[config.mk]
export PLATFORM = sky130hd
export DESIGN_NAME = mdc_bank
export DESIGN_NICKNAME = d
export VERILOG_FILES = /design/src/mdc_pkg.sv /design/src/mdc_bank.sv /design/src/mdc_sweep.sv
export SDC_FILE = /design/constraint.sdc
export NUM_CORES = 1
export LEC_CHECK = 0
export CORE_MARGIN = 4
export CORE_UTILIZATION = 58
export CTS_CLUSTER_DIAMETER = 30
export CTS_CLUSTER_SIZE = 12
export DETAILED_ROUTE_END_ITERATION = 8
export DONT_BUFFER_PORTS = 1
export HOLD_SLACK_MARGIN = 0.05
export PLACE_DENSITY = 0.76
export SLEW_MARGIN = 20
export SYNTH_ARGS = -nofsm -noshare
export SYNTH_HDL_FRONTEND = slang
export SYNTH_HIERARCHICAL = 1
export SYNTH_SLANG_ARGS = --single-unit
[constraint.sdc]
create_clock -name i_ref_clk -period 2.35 [get_ports i_ref_clk]
set_clock_uncertainty 0.05 [all_clocks]
set_input_delay 0.47 -clock i_ref_clk [delete_from_list [all_inputs] [get_ports i_ref_clk]]
set_output_delay 0.47 -clock i_ref_clk [all_outputs]
set_load 0.01 [all_outputs]
[src/mdc_pkg.sv]
// Package for the MAC diagnostic counter bank: command codes, widths, limits.
// Assumes a single clock domain; included by the counter bank and its sweep unit.
package mdc_pkg;
	// Command selector codes on the host command port
	localparam logic [3:0] MDC_SEL_CCL = 4'h0;
	localparam logic [3:0] MDC_SEL_RSSI = 4'h1;
	localparam logic [3:0] MDC_SEL_ACKTO = 4'h2;
	localparam logic [3:0] MDC_SEL_BLOCK = 4'h3;
	localparam logic [3:0] MDC_SEL_TXBYTE = 4'h4;
	localparam logic [3:0] MDC_SEL_GOOD = 4'h5;
	localparam logic [3:0] MDC_SEL_GIVEUP = 4'h6;
	localparam logic [3:0] MDC_SEL_ACKED = 4'h7;
	localparam logic [3:0] MDC_SEL_SWEEP = 4'h8;
	// Clear-channel threshold limits (magnitude, -dBm)
	localparam logic [7:0] MDC_CCL_OFF = 8'h00;
	localparam logic [7:0] MDC_CCL_MIN = 8'h28;
	localparam logic [7:0] MDC_CCL_MAX = 8'h64;
	localparam logic [7:0] MDC_CCL_RST = 8'h00;
	// Counter reset values and saturation limit
	localparam logic [15:0] MDC_CNT16_RST = 16'h0000;
	localparam logic [15:0] MDC_CNT16_MAX = 16'hFFFF;
	localparam logic [31:0] MDC_CNT32_RST = 32'h00000000;
	localparam logic [31:0] MDC_CNT32_MAX = 32'hFFFFFFFF;
	localparam logic [7:0] MDC_RSSI_RST = 8'h00;
	// Sweep report characters
	localparam logic [7:0] MDC_CHR_COMMA = 8'h2C;
	localparam logic [7:0] MDC_CHR_CR = 8'h0D;
	localparam logic [7:0] MDC_NRG_FLOOR = 8'hFF;
	// Sweep state machine
	typedef enum logic [1:0] {
		MDC_SW_IDLE = 2'b00,
		MDC_SW_MEAS = 2'b01,
		MDC_SW_VAL = 2'b10,
		MDC_SW_SEP = 2'b11
	} mdc_sweep_e;
endpackage

[src/mdc_bank.sv]
// MAC diagnostic counter bank: threshold setting, last packet strength,
// saturating event counters, host read and load, clear-channel decision.
// Assumes MAC event strobes are one-cycle pulses on i_ref_clk; the only
// pin-level input is the radio receive-busy level, synchronised here.
//
// Summary of operation
// Threshold takes 0 (check off) or 0x28..0x64; resets to 0.
// Before sending, compare channel energy; hold packet if above threshold.
// Last receive strength holds newest packet magnitude; host cannot write it.
// Last receive strength reads zero after reset until first packet.
// Every counter clears to zero on reset.
// Acknowledge-timeout counter adds one per timeout, several per unicast.
// Sixteen-bit counters stop at 0xFFFF instead of wrapping.
// Host load replaces a counter with the supplied value.
// Blocked counter counts frames held by busy channel or active reception.
// With threshold zero, only reception-held frames count as blocked.
// Byte total counts every sent byte in 32 bits, loadable.
// Good frame counter counts valid received frames.
// Received acknowledge frames never count as good frames.
// Give-up counter counts sends that exhaust retries without acknowledge.
// Acknowledged-send counter counts unicasts while retry limit is nonzero.
// Sweep visits each channel, reports peak energy, commas, final return.
// Sweep parameter is accepted but changes nothing.
// A host load wins over an event in the same cycle.
`timescale 1ns/1ps
`default_nettype none
module mdc_bank import mdc_pkg::*; #(
	parameter int NUM_CH = 16,
	parameter int DWELL = 128
) (
	// Clock and reset
	input wire logic i_ref_clk,
	input wire logic i_srst,
	// Host command port
	input wire logic i_cmd_valid,
	input wire logic i_cmd_write,
	input wire logic [3:0] i_cmd_sel,
	input wire logic [31:0] i_cmd_param,
	output logic o_cmd_done,
	output logic o_cmd_error,
	output logic [31:0] o_cmd_rdata,
	// MAC transmit side
	input wire logic i_tx_req,
	input wire logic [7:0] i_chan_energy,
	input wire logic i_tx_unicast,
	input wire logic [7:0] i_mac_retry_limit,
	input wire logic i_tx_byte,
	input wire logic i_ack_timeout,
	input wire logic i_ack_giveup,
	output logic o_tx_grant,
	output logic o_tx_block,
	// MAC receive side
	input wire logic i_rx_busy_pin,
	input wire logic i_rx_frame,
	input wire logic i_rx_hdr_ok,
	input wire logic i_rx_is_ack,
	input wire logic [7:0] i_rx_strength,
	// Energy sweep
	input wire logic i_nrg_valid,
	input wire logic [7:0] i_nrg,
	output logic o_sweep_busy,
	output logic [7:0] o_sweep_chan,
	output logic o_rpt_valid,
	output logic [7:0] o_rpt_data,
	input wire logic i_rpt_ready
);
	// Saturating increment shared by all 16-bit counters
	function automatic logic [15:0] sat_inc16(input logic [15:0] v);
		return (v == MDC_CNT16_MAX) ? v : 16'(v + 16'h0001);
	endfunction

	// Host write strobe for one selector
	function automatic logic host_load(input logic v, input logic w,
		input logic [3:0] s, input logic [3:0] code);
		return v && w && (s == code);
	endfunction

	logic rx_busy_meta;
	logic rx_busy;
	logic [7:0] ccl_reg;
	logic [7:0] rssi_reg;
	logic [15:0] ackto_reg;
	logic [15:0] block_reg;
	logic [31:0] txbyte_reg;
	logic [15:0] good_reg;
	logic [15:0] giveup_reg;
	logic [15:0] acked_reg;
	logic energy_high;
	logic tx_held;
	logic ccl_ok;
	logic sweep_start;
	logic sw_busy;
	logic [7:0] sw_chan;
	logic sw_valid;
	logic [7:0] sw_data;

	// Receive-busy pin synchroniser
	always_ff @(posedge i_ref_clk) begin
		if (i_srst) begin
			rx_busy_meta <= 1'b0;
			rx_busy <= 1'b0;
		end else begin
			rx_busy_meta <= i_rx_busy_pin;
			rx_busy <= rx_busy_meta;
		end
	end

	// Clear-channel decision
	assign energy_high = (ccl_reg != MDC_CCL_OFF) && (i_chan_energy < ccl_reg);
	assign tx_held = energy_high || rx_busy;
	assign ccl_ok = (i_cmd_param[31:8] == 24'h000000) && ((i_cmd_param[7:0] == MDC_CCL_OFF)
		|| (i_cmd_param[7:0] >= MDC_CCL_MIN && i_cmd_param[7:0] <= MDC_CCL_MAX));
	assign sweep_start = i_cmd_valid && (i_cmd_sel == MDC_SEL_SWEEP) && !sw_busy;

	// Transmit grant and block outputs, one pulse per request
	always_ff @(posedge i_ref_clk) begin
		if (i_srst) begin
			o_tx_grant <= 1'b0;
			o_tx_block <= 1'b0;
		end else begin
			o_tx_grant <= i_tx_req && !tx_held;
			o_tx_block <= i_tx_req && tx_held;
		end
	end

	// Threshold setting
	always_ff @(posedge i_ref_clk) begin
		if (i_srst) begin
			ccl_reg <= MDC_CCL_RST;
		end else if (host_load(i_cmd_valid, i_cmd_write, i_cmd_sel, MDC_SEL_CCL) && ccl_ok) begin
			ccl_reg <= i_cmd_param[7:0];
		end
	end

	// Last received packet strength
	always_ff @(posedge i_ref_clk) begin
		if (i_srst) begin
			rssi_reg <= MDC_RSSI_RST;
		end else if (i_rx_frame && i_rx_hdr_ok) begin
			rssi_reg <= i_rx_strength;
		end
	end

	// Acknowledge timeout counter
	always_ff @(posedge i_ref_clk) begin
		if (i_srst) begin
			ackto_reg <= MDC_CNT16_RST;
		end else if (host_load(i_cmd_valid, i_cmd_write, i_cmd_sel, MDC_SEL_ACKTO)) begin
			ackto_reg <= i_cmd_param[15:0];
		end else if (i_ack_timeout) begin
			ackto_reg <= sat_inc16(ackto_reg);
		end
	end

	// Blocked frame counter
	always_ff @(posedge i_ref_clk) begin
		if (i_srst) begin
			block_reg <= MDC_CNT16_RST;
		end else if (host_load(i_cmd_valid, i_cmd_write, i_cmd_sel, MDC_SEL_BLOCK)) begin
			block_reg <= i_cmd_param[15:0];
		end else if (i_tx_req && tx_held) begin
			block_reg <= sat_inc16(block_reg);
		end
	end

	// Transmitted byte total
	always_ff @(posedge i_ref_clk) begin
		if (i_srst) begin
			txbyte_reg <= MDC_CNT32_RST;
		end else if (host_load(i_cmd_valid, i_cmd_write, i_cmd_sel, MDC_SEL_TXBYTE)) begin
			txbyte_reg <= i_cmd_param;
		end else if (i_tx_byte && txbyte_reg != MDC_CNT32_MAX) begin
			txbyte_reg <= 32'(txbyte_reg + 32'h00000001);
		end
	end

	// Good frame counter, acknowledge frames excluded
	always_ff @(posedge i_ref_clk) begin
		if (i_srst) begin
			good_reg <= MDC_CNT16_RST;
		end else if (host_load(i_cmd_valid, i_cmd_write, i_cmd_sel, MDC_SEL_GOOD)) begin
			good_reg <= i_cmd_param[15:0];
		end else if (i_rx_frame && i_rx_hdr_ok && !i_rx_is_ack) begin
			good_reg <= sat_inc16(good_reg);
		end
	end

	// Retry exhaustion counter
	always_ff @(posedge i_ref_clk) begin
		if (i_srst) begin
			giveup_reg <= MDC_CNT16_RST;
		end else if (host_load(i_cmd_valid, i_cmd_write, i_cmd_sel, MDC_SEL_GIVEUP)) begin
			giveup_reg <= i_cmd_param[15:0];
		end else if (i_ack_giveup) begin
			giveup_reg <= sat_inc16(giveup_reg);
		end
	end

	// Acknowledged unicast counter, counted on grant
	always_ff @(posedge i_ref_clk) begin
		if (i_srst) begin
			acked_reg <= MDC_CNT16_RST;
		end else if (host_load(i_cmd_valid, i_cmd_write, i_cmd_sel, MDC_SEL_ACKED)) begin
			acked_reg <= i_cmd_param[15:0];
		end else if (i_tx_req && !tx_held && i_tx_unicast && i_mac_retry_limit != 8'h00) begin
			acked_reg <= sat_inc16(acked_reg);
		end
	end

	// Host command answer, one cycle after the request
	always_ff @(posedge i_ref_clk) begin
		if (i_srst) begin
			o_cmd_done <= 1'b0;
			o_cmd_error <= 1'b0;
			o_cmd_rdata <= 32'h00000000;
		end else begin
			o_cmd_done <= i_cmd_valid;
			o_cmd_error <= 1'b0;
			o_cmd_rdata <= 32'h00000000;
			if (i_cmd_valid) begin
				case (i_cmd_sel)
					MDC_SEL_CCL: begin
						o_cmd_rdata <= {24'h000000, ccl_reg};
						o_cmd_error <= i_cmd_write && !ccl_ok;
					end
					MDC_SEL_RSSI: begin
						o_cmd_rdata <= {24'h000000, rssi_reg};
						o_cmd_error <= i_cmd_write;
					end
					MDC_SEL_ACKTO: o_cmd_rdata <= {16'h0000, ackto_reg};
					MDC_SEL_BLOCK: o_cmd_rdata <= {16'h0000, block_reg};
					MDC_SEL_TXBYTE: o_cmd_rdata <= txbyte_reg;
					MDC_SEL_GOOD: o_cmd_rdata <= {16'h0000, good_reg};
					MDC_SEL_GIVEUP: o_cmd_rdata <= {16'h0000, giveup_reg};
					MDC_SEL_ACKED: o_cmd_rdata <= {16'h0000, acked_reg};
					MDC_SEL_SWEEP: o_cmd_error <= sw_busy;
					default: o_cmd_error <= 1'b1;
				endcase
			end
		end
	end

	// Energy sweep engine
	mdc_sweep #(
		.NUM_CH(NUM_CH),
		.DWELL(DWELL)
	) u_sweep (
		.i_ref_clk(i_ref_clk),
		.i_srst(i_srst),
		.i_start(sweep_start),
		.i_nrg_valid(i_nrg_valid),
		.i_nrg(i_nrg),
		.o_busy(sw_busy),
		.o_chan(sw_chan),
		.o_rpt_valid(sw_valid),
		.o_rpt_data(sw_data),
		.i_rpt_ready(i_rpt_ready)
	);

	// Register sweep busy and channel outputs; report valid and data pass straight through
	always_ff @(posedge i_ref_clk) begin
		if (i_srst) begin
			o_sweep_busy <= 1'b0;
			o_sweep_chan <= 8'h00;
		end else begin
			o_sweep_busy <= sw_busy;
			o_sweep_chan <= sw_chan;
		end
	end
	assign o_rpt_valid = sw_valid;
	assign o_rpt_data = sw_data;

	// Threshold stays within its legal set
	a_ccl_legal: assert property (@(posedge i_ref_clk) disable iff (i_srst)
		ccl_reg == MDC_CCL_OFF || (ccl_reg >= MDC_CCL_MIN && ccl_reg <= MDC_CCL_MAX))
		else $error("threshold out of range");
	// Refused threshold leaves setting unchanged
	a_ccl_refuse: assert property (@(posedge i_ref_clk) disable iff (i_srst)
		host_load(i_cmd_valid, i_cmd_write, i_cmd_sel, MDC_SEL_CCL) && !ccl_ok
		|=> $stable(ccl_reg))
		else $error("refused threshold was stored");
	// Held request yields block pulse, not grant
	a_tx_hold: assert property (@(posedge i_ref_clk) disable iff (i_srst)
		i_tx_req && tx_held |=> o_tx_block && !o_tx_grant)
		else $error("held frame was granted");
	// Clear request is granted
	a_tx_grant: assert property (@(posedge i_ref_clk) disable iff (i_srst)
		i_tx_req && !tx_held |=> o_tx_grant && !o_tx_block)
		else $error("clear frame was not granted");
	// Strength only changes on a received frame
	a_rssi_stable: assert property (@(posedge i_ref_clk) disable iff (i_srst)
		!(i_rx_frame && i_rx_hdr_ok) |=> $stable(rssi_reg))
		else $error("strength changed without frame");
	// Strength write answered with error
	a_rssi_ro: assert property (@(posedge i_ref_clk) disable iff (i_srst)
		host_load(i_cmd_valid, i_cmd_write, i_cmd_sel, MDC_SEL_RSSI) |=> o_cmd_error)
		else $error("strength write not refused");
	// Zero after reset until first frame
	a_rssi_reset: assert property (@(posedge i_ref_clk)
		i_srst |=> rssi_reg == MDC_RSSI_RST)
		else $error("strength not cleared");
	// Counters cleared by reset
	a_cnt_reset: assert property (@(posedge i_ref_clk)
		i_srst |=> ackto_reg == 16'h0000 && txbyte_reg == 32'h00000000 && good_reg == 16'h0000)
		else $error("counter not cleared");
	// Timeout counts up by one
	a_ackto_inc: assert property (@(posedge i_ref_clk) disable iff (i_srst)
		i_ack_timeout && !host_load(i_cmd_valid, i_cmd_write, i_cmd_sel, MDC_SEL_ACKTO)
		&& ackto_reg != MDC_CNT16_MAX |=> ackto_reg == 16'($past(ackto_reg) + 16'h0001))
		else $error("timeout count wrong");
	// Saturated counter holds
	a_sat_hold: assert property (@(posedge i_ref_clk) disable iff (i_srst)
		good_reg == MDC_CNT16_MAX && !i_cmd_valid |=> good_reg == MDC_CNT16_MAX)
		else $error("counter wrapped");
	// Load wins over event
	a_load_wins: assert property (@(posedge i_ref_clk) disable iff (i_srst)
		host_load(i_cmd_valid, i_cmd_write, i_cmd_sel, MDC_SEL_BLOCK)
		|=> block_reg == $past(i_cmd_param[15:0]))
		else $error("load lost");
	// Every command answered one cycle later
	a_cmd_done: assert property (@(posedge i_ref_clk) disable iff (i_srst)
		i_cmd_valid |=> o_cmd_done)
		else $error("command not answered");
	// Blocked request counted
	a_block_inc: assert property (@(posedge i_ref_clk) disable iff (i_srst)
		i_tx_req && tx_held && !host_load(i_cmd_valid, i_cmd_write, i_cmd_sel, MDC_SEL_BLOCK)
		&& block_reg != MDC_CNT16_MAX |=> block_reg == 16'($past(block_reg) + 16'h0001))
		else $error("blocked count wrong");
	// Reception in progress always blocks
	a_rx_block: assert property (@(posedge i_ref_clk) disable iff (i_srst)
		i_tx_req && rx_busy |=> o_tx_block)
		else $error("frame sent during reception");
	// Off threshold blocks only on reception
	a_ccl_off: assert property (@(posedge i_ref_clk) disable iff (i_srst)
		ccl_reg == MDC_CCL_OFF && !rx_busy && i_tx_req |=> o_tx_grant)
		else $error("blocked with check off");
	// Byte total counts each sent byte
	a_txbyte_inc: assert property (@(posedge i_ref_clk) disable iff (i_srst)
		i_tx_byte && !host_load(i_cmd_valid, i_cmd_write, i_cmd_sel, MDC_SEL_TXBYTE)
		&& txbyte_reg != MDC_CNT32_MAX
		|=> txbyte_reg == 32'($past(txbyte_reg) + 32'h00000001))
		else $error("byte total wrong");
	// Good frame counted
	a_good_inc: assert property (@(posedge i_ref_clk) disable iff (i_srst)
		i_rx_frame && i_rx_hdr_ok && !i_rx_is_ack && good_reg != MDC_CNT16_MAX
		&& !host_load(i_cmd_valid, i_cmd_write, i_cmd_sel, MDC_SEL_GOOD)
		|=> good_reg == 16'($past(good_reg) + 16'h0001))
		else $error("good count wrong");
	// Acknowledge frames never counted good
	a_ack_nogood: assert property (@(posedge i_ref_clk) disable iff (i_srst)
		i_rx_is_ack && !i_cmd_valid |=> $stable(good_reg))
		else $error("ack counted as good");
	// Retry exhaustion counted
	a_giveup_inc: assert property (@(posedge i_ref_clk) disable iff (i_srst)
		i_ack_giveup && giveup_reg != MDC_CNT16_MAX
		&& !host_load(i_cmd_valid, i_cmd_write, i_cmd_sel, MDC_SEL_GIVEUP)
		|=> giveup_reg == 16'($past(giveup_reg) + 16'h0001))
		else $error("give-up count wrong");
	// No acknowledged sends while retry limit is zero
	a_acked_off: assert property (@(posedge i_ref_clk) disable iff (i_srst)
		i_mac_retry_limit == 8'h00
		&& !host_load(i_cmd_valid, i_cmd_write, i_cmd_sel, MDC_SEL_ACKED) |=> $stable(acked_reg))
		else $error("acked send counted with retries off");
endmodule
`default_nettype wire

[src/mdc_sweep.sv]
// Energy sweep unit: steps channels, tracks each channel's peak energy and
// streams one value byte plus separator per channel. Same clock as the bank.
`timescale 1ns/1ps
`default_nettype none
module mdc_sweep import mdc_pkg::*; #(
	parameter int NUM_CH = 16,
	parameter int DWELL = 128
) (
	// Clock and reset
	input wire logic i_ref_clk,
	input wire logic i_srst,
	// Start and measurement
	input wire logic i_start,
	input wire logic i_nrg_valid,
	input wire logic [7:0] i_nrg,
	// Channel select to the radio
	output logic o_busy,
	output logic [7:0] o_chan,
	// Report stream
	output logic o_rpt_valid,
	output logic [7:0] o_rpt_data,
	input wire logic i_rpt_ready
);
	localparam int DW = $clog2(DWELL + 1);
	mdc_sweep_e state_reg;
	logic [DW-1:0] dwell_reg;
	logic [7:0] peak_reg;
	logic last_ch;
	assign last_ch = (o_chan == 8'(NUM_CH - 1));
	assign o_busy = (state_reg != MDC_SW_IDLE);

	// Sequence: dwell on channel, emit peak, emit comma, then carriage return after the last channel's comma
	always_ff @(posedge i_ref_clk) begin
		if (i_srst) begin
			state_reg <= MDC_SW_IDLE;
			dwell_reg <= '0;
			o_chan <= 8'h00;
			o_rpt_valid <= 1'b0;
			o_rpt_data <= 8'h00;
		end else begin
			unique case (state_reg)
				MDC_SW_IDLE: begin
					if (i_start) begin
						state_reg <= MDC_SW_MEAS;
						o_chan <= 8'h00;
						dwell_reg <= '0;
					end
				end
				MDC_SW_MEAS: begin
					dwell_reg <= DW'(dwell_reg + 1'b1);
					if (dwell_reg == DW'(DWELL - 1)) begin
						state_reg <= MDC_SW_VAL;
						o_rpt_valid <= 1'b1;
						o_rpt_data <= peak_reg;
					end
				end
				MDC_SW_VAL: begin
					if (i_rpt_ready) begin
						state_reg <= MDC_SW_SEP;
						o_rpt_data <= MDC_CHR_COMMA;
					end
				end
				MDC_SW_SEP: begin
					if (i_rpt_ready) begin
						if (last_ch && o_rpt_data == MDC_CHR_COMMA) begin
							o_rpt_data <= MDC_CHR_CR;
						end else if (last_ch) begin
							o_rpt_valid <= 1'b0;
							state_reg <= MDC_SW_IDLE;
						end else begin
							o_rpt_valid <= 1'b0;
							o_chan <= 8'(o_chan + 8'h01);
							dwell_reg <= '0;
							state_reg <= MDC_SW_MEAS;
						end
					end
				end
			endcase
		end
	end

	// Peak tracker: smallest -dBm magnitude is the strongest energy
	always_ff @(posedge i_ref_clk) begin
		if (i_srst) begin
			peak_reg <= MDC_NRG_FLOOR;
		end else if (state_reg != MDC_SW_MEAS) begin
			peak_reg <= MDC_NRG_FLOOR;
		end else if (i_nrg_valid && i_nrg < peak_reg) begin
			peak_reg <= i_nrg;
		end
	end
endmodule
`default_nettype wire

# Word-level counts from Yosys, hierarchy flattened
# Cells that the tools add are included.
# W data, S select, Z words.
[totals]
word_cells = 173
mem_bits_rw = 0
in_bits = 83
latchBits = 0
ff_bits = 210
n_memories = 0
romBits = 0
[classes]
muxes = 44
reduce_logical = 60
bitwise_logic = 1
shifts = 0
eq_ne = 33
add_sub_neg = 8
div_mod_pow = 0
order_cmp = 4
mul = 0
[op_table]
columns = ["op", "n"]
rows = [
  ["$pmux W32 S8", 1],
  ["$mux W16", 15],
  ["$mux W8", 11],
  ["$add A16 B1 Y16 const B", 5],
  ["$eq A16 B16 Y1 const B", 5],
  ["$mux W32", 2],
  ["$pmux W8 S3", 2],
  ["$add A32 B1 Y32 const B", 1],
  ["$ne A32 B32 Y1 const B", 1],
  ["$logic_and A1 B1 Y1", 24],
  ["$logic_not A24 Y1", 1],
  ["$ne A2 B2 Y1 const B", 10],
  ["$reduce_and A5 Y1", 4],
  ["$reduce_bool A2 Y1", 9],
  ["$add A8 B1 Y8 const B", 2],
  ["$eq A4 B3 Y1 const B", 4],
  ["$lt A8 B8 Y1", 2],
  ["$pmux W8 S2", 1],
  ["$reduce_bool A8 Y1", 2],
  ["$mux W2", 5],
  ["$reduce_and A2 Y1", 5],
  ["$eq A4 B2 Y1 const B", 2],
  ["$eq A8 B4 Y1 const B", 1],
  ["$eq A8 B6 Y1 const B", 1],
  ["other kinds (22)", 34],
]

# Logic depth before layout (Yosys ltp)
[logic_depth]
ltp_word = 9
depth_mapped = 10
ltp_nobuf = 10

# Hierarchy
# The synthesis kept the hierarchy.
[modules_own_cells]
columns = ["module", "area_per_inst_um2", "n_inst", "cells_per_inst"]
rows = [
  ["mdc_bank", 9275.1, 1, 1115],
  ["mdc_sweep", 1901.8, 1, 229],
]

# Worst setup path after synthesis
# No wires, ideal clock.
[synth_timing]
path_kind = "input-to-reg"
startpoint = "input port i_chan_energy[1]"
endpoint = "register block_reg[5]"
setup_slack_ps = -87
required_ps = 2209
setup_ps = 91
arrival_time_ps = 2296
cell_stages = 7
path_cell_list = "ha_1 > a2111oi_0 > o311a_1 > o211ai_1 > buf_2 > or3_1 > a311oi_1"
[synth_between]
elab_chain_len = 6
[synth_rtl]
columns = ["item", "line_no", "text"]
rows = [
  ["start: declaration", "mdc_bank.sv:44", "input wire logic [7:0] i_chan_energy,"],
  ["$lt A8 B8 Y1", "mdc_bank.sv:109", "assign energy_high = (ccl_reg != MDC_CCL_OFF) && (i_chan_energy < ccl_reg);"],
  ["$logic_and A1 B1 Y1", "mdc_bank.sv:109", ""],
  ["$logic_or A1 B1 Y1", "mdc_bank.sv:110", "assign tx_held = energy_high || rx_busy;"],
  ["$logic_and A1 B1 Y1", "mdc_bank.sv:161", "end else if (i_tx_req && tx_held) begin"],
  ["$reduce_bool A2 Y1 (no line)", "n/a", ""],
  ["$reduce_and A2 Y1 (no line)", "n/a", ""],
  ["end signal: assignment", "mdc_bank.sv:160", "block_reg <= i_cmd_param[15:0];"],
  ["end signal: assignment", "mdc_bank.sv:162", "block_reg <= sat_inc16(block_reg);"],
  ["end: declaration", "mdc_bank.sv:83", "logic [15:0] block_reg;"],
]
# No other way between the ends.
# A chain may end at the register's enable or synchronous reset.

# Worst setup path after layout
[layout_timing]
startpoint = "register ccl_reg[4]"
endpoint = "register block_reg[1]"
[layout_between]
elab_chain_len = 6
elab_cells_between_ends = 7
cone_classes = "1 x order compare; 6 x reduce/logical"
[layout_rtl]
columns = ["item", "line_no", "text"]
rows = [
  ["start: declaration", "mdc_bank.sv:80", "logic [7:0] ccl_reg;"],
  ["start signal: assignment", "mdc_bank.sv:131", "ccl_reg <= i_cmd_param[7:0];"],
  ["$lt A8 B8 Y1 or $reduce_bool A8 Y1 (tied branches)", "mdc_bank.sv:109", ""],
  ["$logic_and A1 B1 Y1 (*)", "mdc_bank.sv:109", ""],
  ["$logic_or A1 B1 Y1 (*)", "mdc_bank.sv:110", ""],
  ["$logic_and A1 B1 Y1 (*)", "mdc_bank.sv:161", ""],
  ["$reduce_bool A2 Y1 (no line) (*)", "n/a", ""],
  ["$reduce_and A2 Y1 (no line) (*)", "n/a", ""],
]
# Mark *: on every way between the ends. The rest lies on a longest branch, timed or not.

==> run metrics <==
hold slack=-0.0230 ns; final std cells w/o fill=1,779; Tot GR Track Use=33.0%; Final #Nets=1,596; period utilization=102%; initial antenna violation count=0; Residual DRC=0; relative slew slack=48.1%; final hold vios=11; fmax=416 MHz; Worst Setup SP=ccl_reg[4]$_SDFFE_PP0P_; H-tree Lvls=2; first-pass GRT wire length=57,800 um; Cell Area, Synth=11,200 sq um; Inserted Clock Buffers=45; Final Wtd Congestion=0.992; total vias in the final route=11,571; Crit Path Max Fanout=6; power per cell area=761 nW/um^2; Area Growth Syn to Fin=31.1%; largest net degree at the start of global routing=168; starting DRC count in detailed routing=1,599; FP Rows=50; Die Span Y=147 um; worst slew pin tran=0.779 ns; FF-to-FF setup slack=-0.05 ns; Clock Tree Root=clkbuf_16; Starting Density=59.4%; 1st-pass router iterations=7; hold worst-path end=u_sweep/dwell_reg[7]$_SDFFE_PP0P_; critical path endpoint category=flop; Clock Sinks=210; hold path depth=1; Max-cap violations=0; CTS tree=done; failing checks=hold timing, setup timing; Final Worst Setup Slack=-0.0543 ns; peak supply drop=0.000709 V; Clock transition at path regs=0.04 ns; RSZ-0062 raised after global routing=true; crit path DAT=2.75 ns; Syn Inst Count=1,344; Mapped Nets=1,454; Inst Count DP=1,634; Synth area leaders=dfxtp_1 38%, a211oi_1 5.0%, nor2_1 5.0%; PortBufs=0; number of global-route vias before repair=10,715; Top Ports=137; # diodes=0; r2r endpoint=block_reg[1]$_SDFFE_PP0P_; grt total ovfl=0; Final min period=2.40 ns; Pwr Total=11.1 mW; register area share after synthesis=37.6%; Finished Cell Area=14,600 sq um; top-area cell type share of the netlist area=37.6%; Clock Latency Late Sink=0.53 ns; vias per inst=6.50; HP Class=input pin to flop; outcome=finished with violations; Detail Placement HPWL=24,600 um; Synth cell types=82; CTS Buffer Depth=3; count leader, synth=dfxtp_1; post-place setup slack=-0.269 ns; Data required, critical path=2.69 ns; Final Max Tran Viols=0; layout cell share with drive strength beyond 1=20.1%; most common library cells after synthesis=210 x dfxtp_1, 148 x nor2_1, 84 x nand2_1; Syn Area/Cell=8.32 sq um; hold path start=i_srst; critical path class=flop to flop; Setup violations, final=3; die area=21,600 sq um; post-synth top area cell=dfxtp_1; Syn. warnings=6; type of origin of the critical path=flop; Post-Route WL=38,000 um; Post-synth EDFFs=0; number of synthesized register bits=210; Top FF cell, synth=dfxtp_1; ys async rst share=0%; Routed wire per std cell=21.4 um; worst r2r src=ccl_reg[4]$_SDFFE_PP0P_; core region area=18,800 sq um; R2R depth=9; placed inst area=12,100 sq um; post-route antenna net violation count=0; cell leakage power=5.47 nW; Die W=147 um
-- cells in the final DEF (no fill, tap or decap), types with 7 or more instances in the layout --
master and count:
and2_1 16, or4_1 14, nor3_1 28, clkinv_2 8, nor2_1 143, inv_2 8
buf_4 110, dlygate4sd3_1 58, ha_1 17, xor2_1 32, nor4_2 7, clkbuf_16 47
ha_4 9, nor2b_1 15, a21oi_1 46, dfxtp_2 19, a31oi_1 17, nand2_1 82
a211oi_2 7, mux2i_1 18, a211oi_1 68, dfxtp_1 187, o21ai_0 40, inv_1 36
xnor2_1 38, buf_6 10, nand4_1 39, a311oi_1 24, and3_1 34, or3_1 25
nand2b_1 11, nand3_1 56, and4_1 9, nor4_1 14, a22oi_1 46
-- through the flow --
step	TNS, ns	util [%]
finish	-0.0680	77.8
global route	-1.16	77.8
CTS	-0.0118	75.7
detailed placement	-4.08	64.2
global placement	-2.67	64.2
floorplan	-0.400	-
-- cell families after synthesis --
logic type | synth area share, %
AND/OR/NAND/NOR | 25.9
AO/OA/AOI/OAI | 21.6
flip-flops | 37.6
buffers and inverters | 4.49
XOR/XNOR | 5.56
adder cells (fa/ha/maj) | 3.02
multiplexers | 1.81
-- worst max path at each step --
stage                                       to  depth (start not counted)
floorplan            acked_reg[7]$_SDFFE_PP0P_                          7
global route         block_reg[1]$_SDFFE_PP0P_                          9
finish               block_reg[1]$_SDFFE_PP0P_                          9
global placement     block_reg[3]$_SDFFE_PP0P_                          7
detailed placement   block_reg[3]$_SDFFE_PP0P_                          7
CTS                 acked_reg[12]$_SDFFE_PP0P_                          8
-- timing repair --
item / CTS / global route
hold endpoints to repair: 157 / 100
endpoints found under the setup margin: 32 / 70
resized for setup: 11 / 92
hold buffers: 57 / 1
setup buffers: 3 / 4
pin swaps: 12 / 39
-- where the power goes --
group | internal (mW) | leakage, nW | switching [mW] | total, mW
logic | 0.522 | 3.02 | 0.556 | 1.08
registers | 3.69 | 1.71 | 0.128 | 3.82
clock network | 4.18 | 0.742 | 2.07 | 6.24
-- critical path, cell delays in order, from the launching register on --
cell      delay, ns
dfxtp_2        0.34
inv_2          0.05
ha_4           0.25
nand4_1        0.20
o311a_4        0.44
o211ai_1       0.31
buf_4          0.20
buf_6          0.12
mux2i_1        0.23
a211oi_2       0.09
-- area by class of cell --
| type | instances | area (sq um) |
|---|---|---|
| clock buffer | 54 | 1230 |
| clock inverter | 26 | 277 |
| fill | 1249 | 4180 |
| inverter | 46 | 175 |
| multi-input combinational | 1004 | 6870 |
| sequential | 210 | 4240 |
| tap | 260 | 325 |
| timing repair buffer | 179 | 1530 |
-- per-layer routing --
| layer | up-vias | GRT usage [%] | wire (um) |
|---|---|---|---|
| met3 | 134 | 7.90 | 4360 |
| met5 | - | 0 | 0 |
| met1 | 5408 | 42.6 | 14300 |
| li1 | 5313 | - | - |
| met2 | 716 | 51.9 | 17400 |
| met4 | 0 | 16.2 | 1900 |
Power figures use the tool's default switching activity.
